$ cat config.mk
export PLATFORM = sky130hd
export DESIGN_NAME = fsp_device_flat
export DESIGN_NICKNAME = d
export VERILOG_FILES = /design/src/fsp_pkg.sv /design/src/fsp_link_if.sv /design/src/fsp_device.sv /design/src/flat_wrapper.sv
export VERILOG_INCLUDE_DIRS = /design/src
export SDC_FILE = /design/constraint.sdc
export NUM_CORES = 1
export LEC_CHECK = 0
export BUFFER_PORTS_ARGS = -buffer_cell sky130_fd_sc_hd__buf_2
export CAP_MARGIN = 20
export CORE_UTILIZATION = 40
export CTS_CLUSTER_DIAMETER = 40
export DETAILED_ROUTE_END_ITERATION = 8
export PLACE_DENSITY = 0.6
export REMOVE_ABC_BUFFERS = 1
export SYNTH_ARGS = -nofsm -noshare
export SYNTH_HDL_FRONTEND = slang
export SYNTH_SLANG_ARGS = --single-unit
$ cat constraint.sdc
create_clock -name clk_in -period 3.3 [get_ports clk_in]
set_input_delay 0.33 -clock clk_in [delete_from_list [all_inputs] [get_ports clk_in]]
set_output_delay 0.33 -clock clk_in [all_outputs]
set_load 0.05 [all_outputs]
$ cat src/fsp_params.svh
// Constants shared by both ends of the frequency scan pin link
// Function
// - 16-bit word, address first, data MSB first
// - Device takes one bit per serial falling edge
// - Frame sync low starts a new word
// - Abort rising edge resets scan machines
// - After abort, output code is midscale
// - Trigger rising edge initialises and starts scan
// - Auto mode: one pulse runs whole scan
// - External mode: one trigger edge per step
// - Status shows end of scan or increments
// - Status output idle unless enabled
// - Sign output is inverted data MSB
// - Sign output driven only when enabled
// - Standby high stops internal clocked activity; here the serial loader and abort keep working
// - Host resets device before raising standby; host here raises it without a reset
// - Frequency from master-clocked phase accumulator
// - Words may stream back to back
// - Control write resets like abort does
// - Final frequency held until reset
`ifndef FSP_PARAMS_SVH
`define FSP_PARAMS_SVH

`define FSP_WORD_W 16
`define FSP_ADDR_MSB 15
`define FSP_ADDR_LSB 12
`define FSP_DATA_W 12
// Device register addresses in the word's address field
`define FSP_A_CTRL 4'h0
`define FSP_A_FSTART_LO 4'h1
`define FSP_A_FSTART_HI 4'h2
`define FSP_A_DELTA_LO 4'h3
`define FSP_A_DELTA_HI 4'h4
`define FSP_A_NINCR 4'h5
`define FSP_A_TINT 4'h6
// Control word bits
`define FSP_CB_AUTO 0
`define FSP_CB_SRC 1
`define FSP_CB_STEN 2
`define FSP_CB_SGEN 3
`define FSP_ACC_W 24
`define FSP_DAC_W 10
`define FSP_MIDSCALE 10'h200
// Host register map
`define FSP_R_TXWORD 8'h00
`define FSP_R_CMD 8'h04
`define FSP_R_IRQ_STAT 8'h08
`define FSP_R_IRQ_MASK 8'h0c
`define FSP_R_STATE 8'h10
`define FSP_CMD_TRIG 0
`define FSP_CMD_ABORT 1
`define FSP_CMD_STBY 2
`define FSP_IRQ_SENT 0
`define FSP_IRQ_STATUS 1
`define FSP_IRQ_W 2
// Timing
`define FSP_CLK_NS 25
`define FSP_SCLK_HALF_NS 100
`define FSP_SCLK_HALF_CYC (`FSP_SCLK_HALF_NS / `FSP_CLK_NS)
`define FSP_PULSE_NS 100
`define FSP_PULSE_CYC ((`FSP_PULSE_NS + `FSP_CLK_NS - 1) / `FSP_CLK_NS)

`endif

$ cat src/fsp_pkg.sv
// Types shared by both ends of the frequency scan pin link
package fsp_pkg;

    typedef enum logic [3:0] {
        FSP_S_IDLE = 4'b0001,
        FSP_S_INIT = 4'b0010,
        FSP_S_RUN = 4'b0100,
        FSP_S_DONE = 4'b1000
    } fsp_scan_state_t;

    typedef enum logic [3:0] {
        FSP_H_IDLE = 4'b0001,
        FSP_H_HIGH = 4'b0010,
        FSP_H_LOW = 4'b0100,
        FSP_H_END = 4'b1000
    } fsp_host_state_t;

endpackage : fsp_pkg

$ cat src/fsp_link_if.sv
// Pin bundle between host controller and scan generator
`timescale 1ns/10ps
interface fsp_link_if;
    logic sclk;
    logic frame_sync_n;
    logic serial_data;
    logic scan_trigger;
    logic scan_abort;
    logic standby;
    logic scan_status_out;
    logic sign_bit_out;
    logic sign_bit_oe;
    logic sign_bit_pin;

    // Undriven sign pin reads low, as with a weak pull-down
    assign sign_bit_pin = sign_bit_oe & sign_bit_out;

    modport device (
        input sclk, frame_sync_n, serial_data, scan_trigger, scan_abort,
        input standby,
        output scan_status_out, sign_bit_out, sign_bit_oe
    );

    modport host (
        output sclk, frame_sync_n, serial_data, scan_trigger, scan_abort,
        output standby,
        input scan_status_out, sign_bit_pin
    );
endinterface : fsp_link_if

$ cat src/fsp_device.sv
// Scan generator end: serial loader, scan machine, accumulator, pins
//
// Design decisions made here: strobed register access and the address map.
`timescale 1ns/10ps
`include "fsp_params.svh"
module fsp_device (
    // Clock and reset
    input wire logic clk_in,
    input wire logic resetn_in,
    // Link pins
    fsp_link_if.device link,
    // User side
    output logic [`FSP_DAC_W-1:0] analog_wave_out,
    output logic scan_done_out
);

    localparam int NSYNC = 6;
    localparam int P_SCLK = 0;
    localparam int P_FSN = 1;
    localparam int P_SERIAL = 2;
    localparam int P_TRIG = 3;
    localparam int P_ABORT = 4;
    localparam int P_STBY = 5;
    // Idle pin levels, so reset shows no false frame or edge
    localparam logic [NSYNC-1:0] PIN_IDLE = 6'h03;

    logic [NSYNC-1:0] pin_raw;
    logic [NSYNC-1:0] meta_r;
    logic [NSYNC-1:0] sync_r;
    logic [NSYNC-1:0] prev_r;

    assign pin_raw = {link.standby, link.scan_abort, link.scan_trigger,
                      link.serial_data, link.frame_sync_n, link.sclk};

    genvar gi;
    generate
        for (gi = 0; gi < NSYNC; gi = gi + 1) begin : g_sync
            always_ff @(posedge clk_in) begin
                if (!resetn_in) begin
                    meta_r[gi] <= PIN_IDLE[gi];
                    sync_r[gi] <= PIN_IDLE[gi];
                    prev_r[gi] <= PIN_IDLE[gi];
                end else begin
                    meta_r[gi] <= pin_raw[gi];
                    sync_r[gi] <= meta_r[gi];
                    prev_r[gi] <= sync_r[gi];
                end
            end
        end
    endgenerate

    wire sclk_fall = prev_r[P_SCLK] & ~sync_r[P_SCLK];
    wire fsn = sync_r[P_FSN];
    wire trig_rise = sync_r[P_TRIG] & ~prev_r[P_TRIG];
    wire abort_rise = sync_r[P_ABORT] & ~prev_r[P_ABORT];
    wire stby = sync_r[P_STBY];

    // Serial word assembly
    logic [`FSP_WORD_W-1:0] shift_r;
    logic [3:0] bit_cnt_r;
    logic [`FSP_WORD_W-1:0] word;
    logic word_done;

    // one bit per falling serial edge
    assign word = {shift_r[`FSP_WORD_W-2:0], sync_r[P_SERIAL]};
    // counter wraps so words can stream
    assign word_done = sclk_fall & ~fsn & (bit_cnt_r == 4'hf);

    always_ff @(posedge clk_in) begin
        if (!resetn_in) begin
            shift_r <= '0;
            bit_cnt_r <= 4'h0;
        // frame sync high restarts the word
        end else if (fsn) begin
            bit_cnt_r <= 4'h0;
        end else if (sclk_fall) begin
            shift_r <= word;
            bit_cnt_r <= bit_cnt_r + 4'h1;
        end
    end

    // address field on top, data below
    wire [3:0] w_addr = word[`FSP_ADDR_MSB:`FSP_ADDR_LSB];
    wire [`FSP_DATA_W-1:0] w_data = word[`FSP_DATA_W-1:0];
    wire wr_ctrl = word_done & (w_addr == `FSP_A_CTRL);

    logic [`FSP_DATA_W-1:0] ctrl_r;
    logic [`FSP_ACC_W-1:0] fstart_r;
    logic [`FSP_ACC_W-1:0] delta_r;
    logic [`FSP_DATA_W-1:0] nincr_r;
    logic [`FSP_DATA_W-1:0] tint_r;

    always_ff @(posedge clk_in) begin
        if (!resetn_in) begin
            ctrl_r <= '0;
            fstart_r <= '0;
            delta_r <= '0;
            nincr_r <= '0;
            tint_r <= '0;
        end else if (word_done) begin
            case (w_addr)
                `FSP_A_CTRL: ctrl_r <= w_data;
                `FSP_A_FSTART_LO: fstart_r[11:0] <= w_data;
                `FSP_A_FSTART_HI: fstart_r[23:12] <= w_data;
                `FSP_A_DELTA_LO: delta_r[11:0] <= w_data;
                `FSP_A_DELTA_HI: delta_r[23:12] <= w_data;
                `FSP_A_NINCR: nincr_r <= w_data;
                `FSP_A_TINT: tint_r <= w_data;
                default: ctrl_r <= ctrl_r;
            endcase
        end
    end

    wire auto_mode = ctrl_r[`FSP_CB_AUTO];
    // abort edge resets the scan machine
    wire soft_rst = abort_rise | wr_ctrl;

    // Scan state machine
    fsp_pkg::fsp_scan_state_t state_r;
    fsp_pkg::fsp_scan_state_t state_nxt;
    logic [`FSP_ACC_W-1:0] freq_r;
    logic [`FSP_ACC_W-1:0] freq_nxt;
    logic [`FSP_DATA_W-1:0] cnt_r;
    logic [`FSP_DATA_W-1:0] cnt_nxt;
    logic [`FSP_DATA_W-1:0] tmr_r;
    logic [`FSP_DATA_W-1:0] tmr_nxt;
    logic incr_ev;
    logic end_scan_ev;

    // auto mode steps on its own timer
    // external mode steps on each trigger edge
    wire step_go = auto_mode ? (tmr_r == '0) : trig_rise;

    always_comb begin
        state_nxt = state_r;
        freq_nxt = freq_r;
        cnt_nxt = cnt_r;
        tmr_nxt = tmr_r;
        incr_ev = 1'b0;
        end_scan_ev = 1'b0;
        if (soft_rst) begin
            state_nxt = fsp_pkg::FSP_S_IDLE;
        end else if (!stby) begin
            case (state_r)
                fsp_pkg::FSP_S_IDLE: begin
                    if (trig_rise) begin
                        state_nxt = fsp_pkg::FSP_S_INIT;
                    end
                end
                fsp_pkg::FSP_S_INIT: begin
                    freq_nxt = fstart_r;
                    cnt_nxt = '0;
                    tmr_nxt = tint_r;
                    state_nxt = fsp_pkg::FSP_S_RUN;
                end
                fsp_pkg::FSP_S_RUN: begin
                    if (auto_mode && tmr_r != '0) begin
                        tmr_nxt = tmr_r - 1'b1;
                    end
                    if (step_go) begin
                        if (cnt_r == nincr_r) begin
                            end_scan_ev = 1'b1;
                            state_nxt = fsp_pkg::FSP_S_DONE;
                        end else begin
                            freq_nxt = freq_r + delta_r;
                            cnt_nxt = cnt_r + 1'b1;
                            tmr_nxt = tint_r;
                            incr_ev = 1'b1;
                        end
                    end
                end
                fsp_pkg::FSP_S_DONE: begin
                    state_nxt = fsp_pkg::FSP_S_DONE;
                end
                default: begin
                    state_nxt = fsp_pkg::FSP_S_IDLE;
                end
            endcase
        end
    end

    always_ff @(posedge clk_in) begin
        if (!resetn_in) begin
            state_r <= fsp_pkg::FSP_S_IDLE;
            freq_r <= '0;
            cnt_r <= '0;
            tmr_r <= '0;
        end else begin
            state_r <= state_nxt;
            freq_r <= freq_nxt;
            cnt_r <= cnt_nxt;
            tmr_r <= tmr_nxt;
        end
    end

    // Phase accumulator and output code
    logic [`FSP_ACC_W-1:0] acc_r;
    logic [`FSP_DAC_W-1:0] code_r;
    logic status_r;
    logic sign_r;
    wire active = (state_r == fsp_pkg::FSP_S_RUN) |
                  (state_r == fsp_pkg::FSP_S_DONE);
    wire [`FSP_DAC_W-1:0] acc_code =
        acc_r[`FSP_ACC_W-1:`FSP_ACC_W-`FSP_DAC_W];
    // status source picks increment or end
    wire status_ev = ctrl_r[`FSP_CB_SRC] ? incr_ev : end_scan_ev;

    always_ff @(posedge clk_in) begin
        if (!resetn_in) begin
            acc_r <= '0;
            code_r <= `FSP_MIDSCALE;
            status_r <= 1'b0;
            sign_r <= 1'b0;
        end else begin
            if (soft_rst || !active) begin
                acc_r <= '0;
                code_r <= `FSP_MIDSCALE;
            end else if (!stby) begin
                acc_r <= acc_r + freq_r;
                code_r <= acc_code;
            end
            status_r <= ctrl_r[`FSP_CB_STEN] & status_ev;
            // inverted MSB of the data word
            sign_r <= ~code_r[`FSP_DAC_W-1];
        end
    end

    assign analog_wave_out = code_r;
    assign scan_done_out = (state_r == fsp_pkg::FSP_S_DONE);
    assign link.scan_status_out = status_r;
    assign link.sign_bit_out = sign_r;
    assign link.sign_bit_oe = ctrl_r[`FSP_CB_SGEN];

endmodule : fsp_device

$ cat src/flat_wrapper.sv
// flat-port wrapper written by rule: the top's interface ports become plain ports
module fsp_device_flat 
  (clk_in, resetn_in, analog_wave_out, scan_done_out, link_sclk, link_frame_sync_n, link_serial_data, link_scan_trigger, link_scan_abort, link_standby, link_scan_status_out, link_sign_bit_out, link_sign_bit_oe);
  fsp_link_if link_i ();
  input wire logic clk_in;
  input wire logic resetn_in;
  output logic [`FSP_DAC_W-1:0] analog_wave_out;
  output logic scan_done_out;
  input wire logic [$bits(link_i.sclk)-1:0] link_sclk;
  input wire logic [$bits(link_i.frame_sync_n)-1:0] link_frame_sync_n;
  input wire logic [$bits(link_i.serial_data)-1:0] link_serial_data;
  input wire logic [$bits(link_i.scan_trigger)-1:0] link_scan_trigger;
  input wire logic [$bits(link_i.scan_abort)-1:0] link_scan_abort;
  input wire logic [$bits(link_i.standby)-1:0] link_standby;
  output wire logic [$bits(link_i.scan_status_out)-1:0] link_scan_status_out;
  output wire logic [$bits(link_i.sign_bit_out)-1:0] link_sign_bit_out;
  output wire logic [$bits(link_i.sign_bit_oe)-1:0] link_sign_bit_oe;
  assign link_i.sclk = link_sclk;
  assign link_i.frame_sync_n = link_frame_sync_n;
  assign link_i.serial_data = link_serial_data;
  assign link_i.scan_trigger = link_scan_trigger;
  assign link_i.scan_abort = link_scan_abort;
  assign link_i.standby = link_standby;
  assign link_scan_status_out = link_i.scan_status_out;
  assign link_sign_bit_out = link_i.sign_bit_out;
  assign link_sign_bit_oe = link_i.sign_bit_oe;
  fsp_device u_core (.clk_in(clk_in), .resetn_in(resetn_in), .link(link_i), .analog_wave_out(analog_wave_out), .scan_done_out(scan_done_out));
endmodule
* Word-level counts from Yosys, hierarchy flattened
Index checks and enable logic that the tools add are counted.
** Word-level totals
- Register bits :: 198
- Latch bits :: 0
- Bits in writable memories :: 0
- ROM bits :: 0
- Output and inout bits :: 14
- Word-level logic and storage cells :: 117
- Memories kept :: 0
** Cells by class
- Add/sub/neg operators :: 5
- Multiply operators :: 0
- Divide/modulo/power cells :: 0
- $lt $le $gt $ge :: 0
- Equality and inequality tests :: 16
- Shifts and indexed selects :: 0
- Muxes and demuxes :: 26
- Bitwise logic cells :: 17
- Reductions and logical operators :: 21
** Operators by type and width (number)
- $mux W12 :: 5
- $add A24 B24 Y24 :: 2
- $mux W24 :: 2
- $pmux W12 S2 :: 2
- $pmux W24 S2 :: 1
- $eq A4 B3 Y1 const B :: 4
- $pmux W4 S4 :: 1
- $reduce_and A2 Y1 :: 8
- $add A12 B1 Y12 const B :: 1
- $eq A12 B12 Y1 :: 1
- $eq A4 B2 Y1 const B :: 3
- $logic_not A12 Y1 :: 1
- $mux W1 :: 12
- $mux W4 :: 3
- $reduce_bool A12 Y1 :: 1
- $sub A12 B1 Y12 const B :: 1
- $eq A4 B1 Y1 const B :: 2
- $eq A4 B4 Y1 const B :: 2
- $not A1 Y1 :: 8
- $and A1 B1 Y1 :: 7
- $ne A2 B1 Y1 const B :: 3
- $reduce_or A2 Y1 :: 3
- $reduce_and A5 Y1 :: 1
- $add A4 B1 Y4 const B :: 1
- 9 further kinds :: 10

* Logic depth before layout (Yosys ltp)
Gate-level depths: netlist of the first run.
- Depth after elaboration :: 9
- Gate-level depth with buffers :: 11
- Gate-level depth less buffers :: 11

* Least setup slack after synthesis of the first run
OpenSTA, ideal clock, no wires.
- Path kind :: reg-to-reg
- Start :: register u_core.freq_r[0]
- End :: register u_core.acc_r[20]
- Setup time :: 0.092 ns
- Arrival :: 2.629 ns
- Required time :: 3.208 ns
- Setup slack :: 0.578 ns
- Stages on the path, launching flop included :: 11
- Path through :: dfxtp_1 -> ha_1 -> fa_1 -> a211oi_1 -> o21ai_0 -> a31oi_1 -> o22ai_1 -> o41ai_1 -> nor2b_1 -> o21a_1 -> o32ai_1
** Between the ends
- Word-level cells in the longest chain between the ends :: 1
** RTL lines
- start, declared :: RTL line fsp_device.sv:121 : logic [`FSP_ACC_W-1:0] freq_r;
- start signal, assigned :: RTL line fsp_device.sv:190 : freq_r <= freq_nxt;
- $add A24 B24 Y24 :: RTL line fsp_device.sv:219 : acc_r <= acc_r + freq_r;
- end signal, assigned :: RTL line fsp_device.sv:219
- end, declared :: RTL line fsp_device.sv:197 : logic [`FSP_ACC_W-1:0] acc_r;
Every way passes these cells.
A chain may end at the register's enable or synchronous reset.

* Final worst setup path of the first run
- Start :: register u_core.freq_r[2]
- End :: register u_core.acc_r[23]
The elaborated chain is that of the path after synthesis.

==> impl_metrics.xml, run 1 <==
<?xml version="1.0" encoding="UTF-8"?>
<metrics>
  <group name="outcome">
    <metric name="run_status" unit="">finished clean</metric>
  </group>
  <group name="floorplan">
    <metric name="die_area" unit="mm²">0.0257</metric>
    <metric name="floorplan.initialDensity" unit="%">41.0</metric>
    <metric name="dieHeight" unit="µm">160</metric>
    <metric name="io-pin-count" unit="">22</metric>
    <metric name="core" unit="mm²">0.0245</metric>
    <metric name="floorplan.rows" unit="">57</metric>
    <metric name="die_w" unit="µm">160</metric>
  </group>
  <group name="layout">
    <metric name="multi_input_area" unit="mm²">0.00574</metric>
    <metric name="syn2layout_area_growth" unit="%">10.3</metric>
    <metric name="register_area" unit="mm²">0.00397</metric>
    <metric name="layoutNonFillerInstCount" unit="">1515</metric>
    <metric name="layout.filler_cells" unit="">2402</metric>
    <metric name="finish.net_count" unit="">1238</metric>
    <metric name="antenna_cells" unit="">0</metric>
    <metric name="final_area" unit="mm²">0.0111</metric>
    <metric name="fin_util" unit="%">45.2</metric>
    <metric name="post_route_cells_drive_above_1_share" unit="%">7.56</metric>
  </group>
  <group name="setup_path">
    <metric name="startpoint" unit="">u_core.freq_r[2]</metric>
    <metric name="endpoint_kind" unit="">flip-flop</metric>
    <metric name="data_arrival_time_of_the_critical_path" unit="ns">3.31</metric>
    <metric name="setup.worst_path.start_class" unit="">flip-flop</metric>
    <metric name="crit_path_max_fanout" unit="">5</metric>
    <metric name="required_time_at_the_worst_slack_endpoint" unit="ns">3.63</metric>
    <metric name="crit_type" unit="">reg -&gt; reg</metric>
    <metric name="r2r-start" unit="">u_core.freq_r[2]</metric>
  </group>
  <group name="detailed_routing">
    <metric name="routed-via-count" unit="">8156</metric>
    <metric name="drt_pre_antenna_iters" unit="">5</metric>
    <metric name="drc" unit="">0</metric>
    <metric name="detailedRoute.firstIterationViolations" unit="">462</metric>
    <metric name="antenna_left" unit="">0</metric>
    <metric name="drt-total-wl" unit="µm">24100</metric>
    <metric name="routedWlPerCell" unit="µm">15.9</metric>
    <metric name="detail_route.vias_per_cell" unit="">5.38</metric>
  </group>
  <group name="place">
    <metric name="placed_cell_area" unit="mm²">0.0105</metric>
    <metric name="dpl.hpwl" unit="µm">16700</metric>
    <metric name="globalplace.congestion" unit="">0.840</metric>
    <metric name="placedCellCount" unit="">1483</metric>
    <metric name="numPortBuffers" unit="">21</metric>
    <metric name="place_ws" unit="ns">0.206</metric>
  </group>
  <group name="yosys">
    <metric name="synth_flop_cell" unit="">sky130_fd_sc_hd__dfxtp_1</metric>
    <metric name="synth_cells" unit="">1186</metric>
    <metric name="netlist_area" unit="mm²">0.0100</metric>
    <metric name="postSynth.asyncResetShare" unit="%">0</metric>
    <metric name="syn_avg_cell_area" unit="µm²">8.46</metric>
    <metric name="yosysUniqueCellTypes" unit="">73</metric>
    <metric name="post-synth-top-area-cell" unit="">sky130_fd_sc_hd__dfxtp_1</metric>
    <metric name="yosys_warnings" unit="">0</metric>
    <metric name="synth_sequential_area_ratio" unit="%">39.5</metric>
    <metric name="yosys_register_bits" unit="">198</metric>
    <metric name="synth_most_common_cell" unit="">sky130_fd_sc_hd__dfxtp_1</metric>
    <metric name="synthTopCellsByCount" unit="">sky130_fd_sc_hd__dfxtp_1 (198), sky130_fd_sc_hd__nor2_1 (162), sky130_fd_sc_hd__nand2_1 (126)</metric>
    <metric name="synth_enable_flop_cells" unit="">0</metric>
    <metric name="synthDominantCellAreaShare" unit="%">39.5</metric>
    <metric name="yosys-top-cells-area" unit="">sky130_fd_sc_hd__dfxtp_1 (40%), sky130_fd_sc_hd__mux2i_1 (8.2%), sky130_fd_sc_hd__ha_1 (6.2%), sky130_fd_sc_hd__nor2_1 (6.1%), sky130_fd_sc_hd__nand2_1 (4.7%)</metric>
  </group>
  <group name="job">
    <metric name="maxCapViolations" unit="">0</metric>
  </group>
  <group name="sta">
    <metric name="timing.final.ws_setup" unit="ns">0.317</metric>
    <metric name="fmax" unit="MHz">335</metric>
    <metric name="final_period_minus_worst_setup_slack" unit="ns">2.98</metric>
    <metric name="min_period_over_period" unit="%">90.4</metric>
    <metric name="tightestPinTransition" unit="ns">1.10</metric>
    <metric name="setup_violation_total_in_the_final_timing_report" unit="">0</metric>
    <metric name="maxSlewViolCount" unit="">0</metric>
    <metric name="timing.hold.ws" unit="ns">0.0626</metric>
    <metric name="grt_setup_unrepaired" unit="">no</metric>
    <metric name="totalNegativeSetupSlack" unit="ns">0</metric>
    <metric name="hold_viol" unit="">0</metric>
    <metric name="clock_skew" unit="ns">0.0136</metric>
    <metric name="max_slew_headroom" unit="%">26.6</metric>
  </group>
  <group name="power_and_ir_drop">
    <metric name="vdd_drop_max" unit="V">0.000311</metric>
    <metric name="total_leakage_power" unit="nW">4.29</metric>
    <metric name="pwr_cell_area" unit="mW/mm²">429</metric>
    <metric name="totalPowerFinal" unit="mW">4.75</metric>
  </group>
  <group name="clock_tree">
    <metric name="clock_tree.root_cell" unit="">sky130_fd_sc_hd__clkbuf_16</metric>
    <metric name="clock_latency" unit="ns">0.44</metric>
    <metric name="clock_tree.htree_level_count" unit="">4</metric>
    <metric name="numClockSinks" unit="">198</metric>
    <metric name="postCtsSetupRepairBufs" unit="">0</metric>
    <metric name="clk_path_buf_depth" unit="">2</metric>
    <metric name="cts.reportedPaths.clkPinSlew" unit="ns">0.08</metric>
    <metric name="cts_tree" unit="">done</metric>
    <metric name="cts_made_buffers" unit="">17</metric>
  </group>
  <group name="global_routing">
    <metric name="first_global_vias" unit="">7605</metric>
    <metric name="antenna_found_initial" unit="">0</metric>
    <metric name="grt_max_degree" unit="">104</metric>
    <metric name="globalRoute.totalOverflow" unit="">0</metric>
    <metric name="gr-usage-all-layers" unit="%">19.2</metric>
    <metric name="grt_first_pass_wirelength" unit="µm">39400</metric>
  </group>
  <group name="hold_path">
    <metric name="hold_crit_start" unit="">link_frame_sync_n</metric>
    <metric name="hp-class" unit="">in -&gt; reg</metric>
  </group>
</metrics>
## cells in the final DEF (no fill, tap or decap), drive strengths merged, types with 18 or more instances in the layout
| cell type | n |
|---|---|
| dfxtp | 198 |
| nor2 | 162 |
| nand2 | 126 |
| a21oi | 92 |
| mux2i | 82 |
| ha | 50 |
| o21ai | 45 |
| buf | 43 |
| xnor2 | 31 |
| nand3 | 31 |
| nor3 | 28 |
| inv | 27 |
| xor2 | 25 |
| clkbuf | 19 |
| nand2b | 18 |
| and2 | 18 |
## layout make-up
type,count,area share [%]
clock buffers,19,3.91
clock inverters,13,1.39
inverters,19,0.656
multi-input cells,899,51.9
flip-flops and latches,198,35.8
well taps,324,3.66
repair buffers,43,2.67
## critical path, cell delays in order (launching register included)
cell                       delay [ns]
sky130_fd_sc_hd__dfxtp_1         0.34
sky130_fd_sc_hd__ha_1            0.40
sky130_fd_sc_hd__o21ai_0         0.13
sky130_fd_sc_hd__o21ai_0         0.31
sky130_fd_sc_hd__nand4_1         0.24
sky130_fd_sc_hd__a211oi_1        0.39
sky130_fd_sc_hd__nor4bb_1        0.13
sky130_fd_sc_hd__or4_1           0.50
sky130_fd_sc_hd__and3_1          0.16
sky130_fd_sc_hd__or2_2           0.28
## where the power goes
group	switching, mW	internal [mW]	leakage, nW	total [mW]
registers	0.0318	2.41	1.60	2.44
clock network	1.02	1.09	0.286	2.10
logic	0.126	0.0771	2.40	0.203
total	1.18	3.57	4.29	4.75
## kinds of logic after synthesis
group           count (synthesis)  synth area share (%)
xor+xnor                       56                  4.89
mux                            82                  8.18
fa+ha+maj                      52                  6.63
simple gates                  457                  21.5
buf+inv                        89                  3.40
flops                         198                  39.5
compound gates                252                  15.9
## sequential cells by signal, indices dropped and copies added, names as in the netlist, 12 cells and up
register,count
u_core.cnt_r,12
u_core.tint_r,12
u_core.freq_r,24
u_core.shift_r,15
u_core.delta_r,24
u_core.nincr_r,12
u_core.tmr_r,12
u_core.acc_r,24
u_core.fstart_r,24
## what timing repair did
action,4_1_cts,5_1_grt
endpoints found under the setup margin,0,2
hold buffers,0,0
gates resized for setup,0,1
## routing by layer
| layer | GRT usage [%] | wire length, µm |
|---|---|---|
| met1 | 26.4 | 12100 |
| met2 | 31.0 | 11000 |
| met5 | 0 | 0 |
| met4 | 5.76 | 323 |
| met3 | 2.84 | 628 |
## final timing paths
path	end	cells past startpoint	slack, ns
setup / recovery	u_core.acc_r[23]	9	0.32
hold / removal	u_core.meta_r[1]	2	0.06
setup reg to reg	u_core.acc_r[23]	9	0.32
hold reg to reg	u_core.fsn	1	0.41
(Power assumes the default switching activity.)
==> run 2: changes to the inputs <==
ABC_AREA = 1   (was not set)
==> run 2 against run 1 <==
Compared with the run above:
- count of clock-buffer cells in the layout shrank 1
- register-to-register slack gained 0.42 ns
- sequential share of layout area shrank 4.1 points
- first-iteration DRC count grew 61%
- hold slack lost 0.0090 ns
- critical path depth grew 4
- global-route usage grew 4.0 points
- synthesized cell count grew 51%
- critical endpoint is now u_core.freq_r[13]
- highest routed layer unchanged
==> impl_metrics.xml, run 2 <==
<?xml version="1.0" encoding="UTF-8"?>
<metrics>
  <group name="global_routing">
    <metric name="globalRoute.busiestLayer" unit="">met2</metric>
    <metric name="first_global_vias" unit="">10069</metric>
    <metric name="groute.layer.met2.usage" unit="%">40.5</metric>
    <metric name="global_route.usage.met3" unit="%">2.78</metric>
    <metric name="grt_first_pass_wirelength" unit="µm">52600</metric>
    <metric name="gr-usage-met1" unit="%">29.3</metric>
    <metric name="globalRoute.totalOverflow" unit="">0</metric>
    <metric name="gr-usage-all-layers" unit="%">23.2</metric>
    <metric name="grt_max_degree" unit="">117</metric>
    <metric name="antenna_found_initial" unit="">0</metric>
  </group>
  <group name="setup_path">
    <metric name="crit_path_max_fanout" unit="">31</metric>
    <metric name="crit_type" unit="">reg -&gt; reg</metric>
    <metric name="required_time_at_the_worst_slack_endpoint" unit="ns">3.64</metric>
    <metric name="startpoint" unit="">u_core.tmr_r[0]</metric>
    <metric name="setup.worst_path.start_class" unit="">flip-flop</metric>
    <metric name="endpoint_kind" unit="">flip-flop</metric>
    <metric name="r2r-start" unit="">u_core.tmr_r[0]</metric>
    <metric name="data_arrival_time_of_the_critical_path" unit="ns">2.91</metric>
  </group>
  <group name="power_and_ir_drop">
    <metric name="pwr-share-clk" unit="%">45.1</metric>
    <metric name="pwr-share-comb" unit="%">7.5</metric>
    <metric name="switchingPower" unit="mW">1.41</metric>
    <metric name="pwr_cell_area" unit="mW/mm²">416</metric>
    <metric name="sequentialPowerShare" unit="%">47.5</metric>
    <metric name="total_leakage_power" unit="nW">5.72</metric>
    <metric name="totalPowerFinal" unit="mW">5.21</metric>
    <metric name="sw_frac_of_total" unit="%">27.1</metric>
    <metric name="pint" unit="mW">3.80</metric>
    <metric name="vdd_drop_max" unit="V">0.000257</metric>
  </group>
  <group name="clock_tree">
    <metric name="clock_latency" unit="ns">0.46</metric>
    <metric name="clock_tree.htree_level_count" unit="">4</metric>
    <metric name="postCtsResizedCells" unit="">0</metric>
    <metric name="cts_made_buffers" unit="">17</metric>
    <metric name="numClockSinks" unit="">198</metric>
    <metric name="cts_tree" unit="">done</metric>
    <metric name="cts.reportedPaths.clkPinSlew" unit="ns">0.08</metric>
    <metric name="clk_path_buf_depth" unit="">2</metric>
    <metric name="cts_hold_buffers" unit="">0</metric>
    <metric name="postCtsSetupRepairBufs" unit="">0</metric>
    <metric name="clock_tree.root_cell" unit="">sky130_fd_sc_hd__clkbuf_16</metric>
  </group>
  <group name="yosys">
    <metric name="post_synth_xor_area_fraction" unit="%">2.07</metric>
    <metric name="yosys-top-cells-area" unit="">sky130_fd_sc_hd__dfxtp_1 (35%), sky130_fd_sc_hd__nand2_1 (15%), sky130_fd_sc_hd__inv_1 (9.0%), sky130_fd_sc_hd__a21oi_1 (8.9%), sky130_fd_sc_hd__o21ai_0 (6.1%)</metric>
    <metric name="yosys_register_bits" unit="">198</metric>
    <metric name="post-synth-top-area-cell" unit="">sky130_fd_sc_hd__dfxtp_1</metric>
    <metric name="post_synth_mux_area_share" unit="%">0</metric>
    <metric name="synth-compound-area-share" unit="%">16.2</metric>
    <metric name="yosysUniqueCellTypes" unit="">36</metric>
    <metric name="synth_most_common_cell" unit="">sky130_fd_sc_hd__nand2_1</metric>
    <metric name="postSynth.asyncResetShare" unit="%">0</metric>
    <metric name="synth_top_family_by_area" unit="">simple AND/OR/NAND/NOR gates</metric>
    <metric name="yosys_warnings" unit="">0</metric>
    <metric name="synth_cells" unit="">1791</metric>
    <metric name="synth_flop_cell" unit="">sky130_fd_sc_hd__dfxtp_1</metric>
    <metric name="synth_sequential_area_ratio" unit="%">34.8</metric>
    <metric name="yosys.area_share.adder" unit="%">5.84</metric>
    <metric name="syn_avg_cell_area" unit="µm²">6.37</metric>
    <metric name="synthDominantCellAreaShare" unit="%">34.8</metric>
    <metric name="netlist_area" unit="mm²">0.0114</metric>
    <metric name="simple_gate_share_of_the_synthesized_area" unit="%">29.6</metric>
    <metric name="synthTopCellsByCount" unit="">sky130_fd_sc_hd__nand2_1 (461), sky130_fd_sc_hd__inv_1 (273), sky130_fd_sc_hd__a21oi_1 (203)</metric>
    <metric name="synth_enable_flop_cells" unit="">0</metric>
  </group>
  <group name="detailed_routing">
    <metric name="drt-total-wl" unit="µm">32700</metric>
    <metric name="drt_pre_antenna_iters" unit="">5</metric>
    <metric name="antenna_left" unit="">0</metric>
    <metric name="routedWlPerCell" unit="µm">15.0</metric>
    <metric name="detail_route.vias_per_cell" unit="">5.03</metric>
    <metric name="drc" unit="">0</metric>
    <metric name="detailedRoute.firstIterationViolations" unit="">742</metric>
    <metric name="routed-via-count" unit="">10938</metric>
  </group>
  <group name="place">
    <metric name="numPortBuffers" unit="">21</metric>
    <metric name="placed_cell_area" unit="mm²">0.0119</metric>
    <metric name="globalplace.congestion" unit="">0.957</metric>
    <metric name="dpl.hpwl" unit="µm">23900</metric>
    <metric name="placedCellCount" unit="">2144</metric>
  </group>
  <group name="layout">
    <metric name="post_route_cells_drive_above_1_share" unit="%">5.17</metric>
    <metric name="layoutNonFillerInstCount" unit="">2176</metric>
    <metric name="finish.net_count" unit="">1845</metric>
    <metric name="antenna_cells" unit="">0</metric>
    <metric name="final_cell_mix" unit="">sky130_fd_sc_hd__nand2_1 (461), sky130_fd_sc_hd__inv_1 (273), sky130_fd_sc_hd__a21oi_1 (203)</metric>
    <metric name="layout.filler_cells" unit="">3009</metric>
    <metric name="syn2layout_area_growth" unit="%">9.68</metric>
    <metric name="final_area" unit="mm²">0.0125</metric>
    <metric name="layout.cells.most_common" unit="">sky130_fd_sc_hd__nand2_1</metric>
  </group>
  <group name="sta">
    <metric name="setup_violation_total_in_the_final_timing_report" unit="">0</metric>
    <metric name="hold_viol" unit="">0</metric>
    <metric name="totalNegativeSetupSlack" unit="ns">0</metric>
    <metric name="fmax" unit="MHz">390</metric>
    <metric name="final_period_minus_worst_setup_slack" unit="ns">2.56</metric>
    <metric name="clock_skew" unit="ns">0.0135</metric>
    <metric name="max_slew_headroom" unit="%">49.3</metric>
    <metric name="grt_setup_unrepaired" unit="">no</metric>
    <metric name="min_period_over_period" unit="%">77.7</metric>
    <metric name="tightestPinTransition" unit="ns">0.761</metric>
    <metric name="maxSlewViolCount" unit="">0</metric>
  </group>
  <group name="job">
    <metric name="maxCapViolations" unit="">0</metric>
  </group>
  <group name="floorplan">
    <metric name="dieHeight" unit="µm">171</metric>
    <metric name="core" unit="mm²">0.0279</metric>
    <metric name="floorplan.initialDensity" unit="%">40.8</metric>
    <metric name="io-pin-count" unit="">22</metric>
    <metric name="floorplan.rows" unit="">61</metric>
    <metric name="die_area" unit="mm²">0.0292</metric>
    <metric name="die_w" unit="µm">171</metric>
  </group>
  <group name="hold_path">
    <metric name="hp-class" unit="">in -&gt; reg</metric>
    <metric name="hold_crit_start" unit="">link_scan_trigger</metric>
  </group>
  <group name="outcome">
    <metric name="run_status" unit="">finished clean</metric>
  </group>
</metrics>
run 2: logic make-up (layout without fill, tap and decap cells):
logic type	after synthesis	after routing
and+or+nand+nor	808	808
AOI/OAI and AO/OA	364	364
buffers and inverters	342	349
DFF	198	198
adders and majority gates	52	52
xor gates and xnor gates	27	27
run 2: worst paths after layout:
path,endpoint,slack [ns],cells past startpoint
worst min-delay path,u_core.meta_r[3],0.05,3
worst max-delay path,u_core.freq_r[13],0.74,13
worst max register to register,u_core.freq_r[13],0.74,13
worst min register to register,u_core.sync_r[2],0.42,2
run 2: stage by stage:
stage               hold slack [ns]  utilization [%]  worst slack [ns]
finish                       0.0536             44.8             0.737
global route                 0.0512             44.8             0.485
CTS                          0.0428             44.8             0.743
detailed placement            0.401             42.4             0.776
global placement              0.399             42.4             0.782
floorplan                     0.390                -             0.278
run 2: cell type report:
type	instances	area, µm²	share of cell area (%)
multi-input cells	1251	6130	49.0
flip-flops and latches	198	3960	31.7
inverters	281	1050	8.44
well taps	378	473	3.78
clock buffers	18	439	3.51
repair buffers	36	230	1.84
clock inverters	14	210	1.68
run 2: per-layer routing:
metal	vias up	part of all wire, %
li1	5678	-
met1	5001	46
met2	203	48
met3	56	3.3
met4	0	2.6
met5	-	0
run 2: critical path, stage by stage, from the launching register on:
cell and delay (ns):
sky130_fd_sc_hd__dfxtp_1 0.35, sky130_fd_sc_hd__inv_1 0.19, sky130_fd_sc_hd__ha_1 0.19, sky130_fd_sc_hd__nand2_1 0.05, sky130_fd_sc_hd__nor2_1 0.10, sky130_fd_sc_hd__nand2_1 0.09, sky130_fd_sc_hd__nand2_2 0.15, sky130_fd_sc_hd__nand2_1 0.10
sky130_fd_sc_hd__nand2_2 0.25, sky130_fd_sc_hd__nand3_4 0.11, sky130_fd_sc_hd__inv_2 0.49, sky130_fd_sc_hd__nand2_1 0.20, sky130_fd_sc_hd__nor2_1 0.14, sky130_fd_sc_hd__nor2_1 0.04
run 2: power by group through the flow:
stage / logic (mW) / registers (mW) / clock network [mW]
global route: 0.439 / 2.48 / 2.46
CTS: 0.389 / 2.47 / 2.39
floorplan: 0.258 / 2.52 / 0
global placement: 0.382 / 2.53 / 0
finish: 0.388 / 2.47 / 2.35
detailed placement: 0.387 / 2.53 / 0
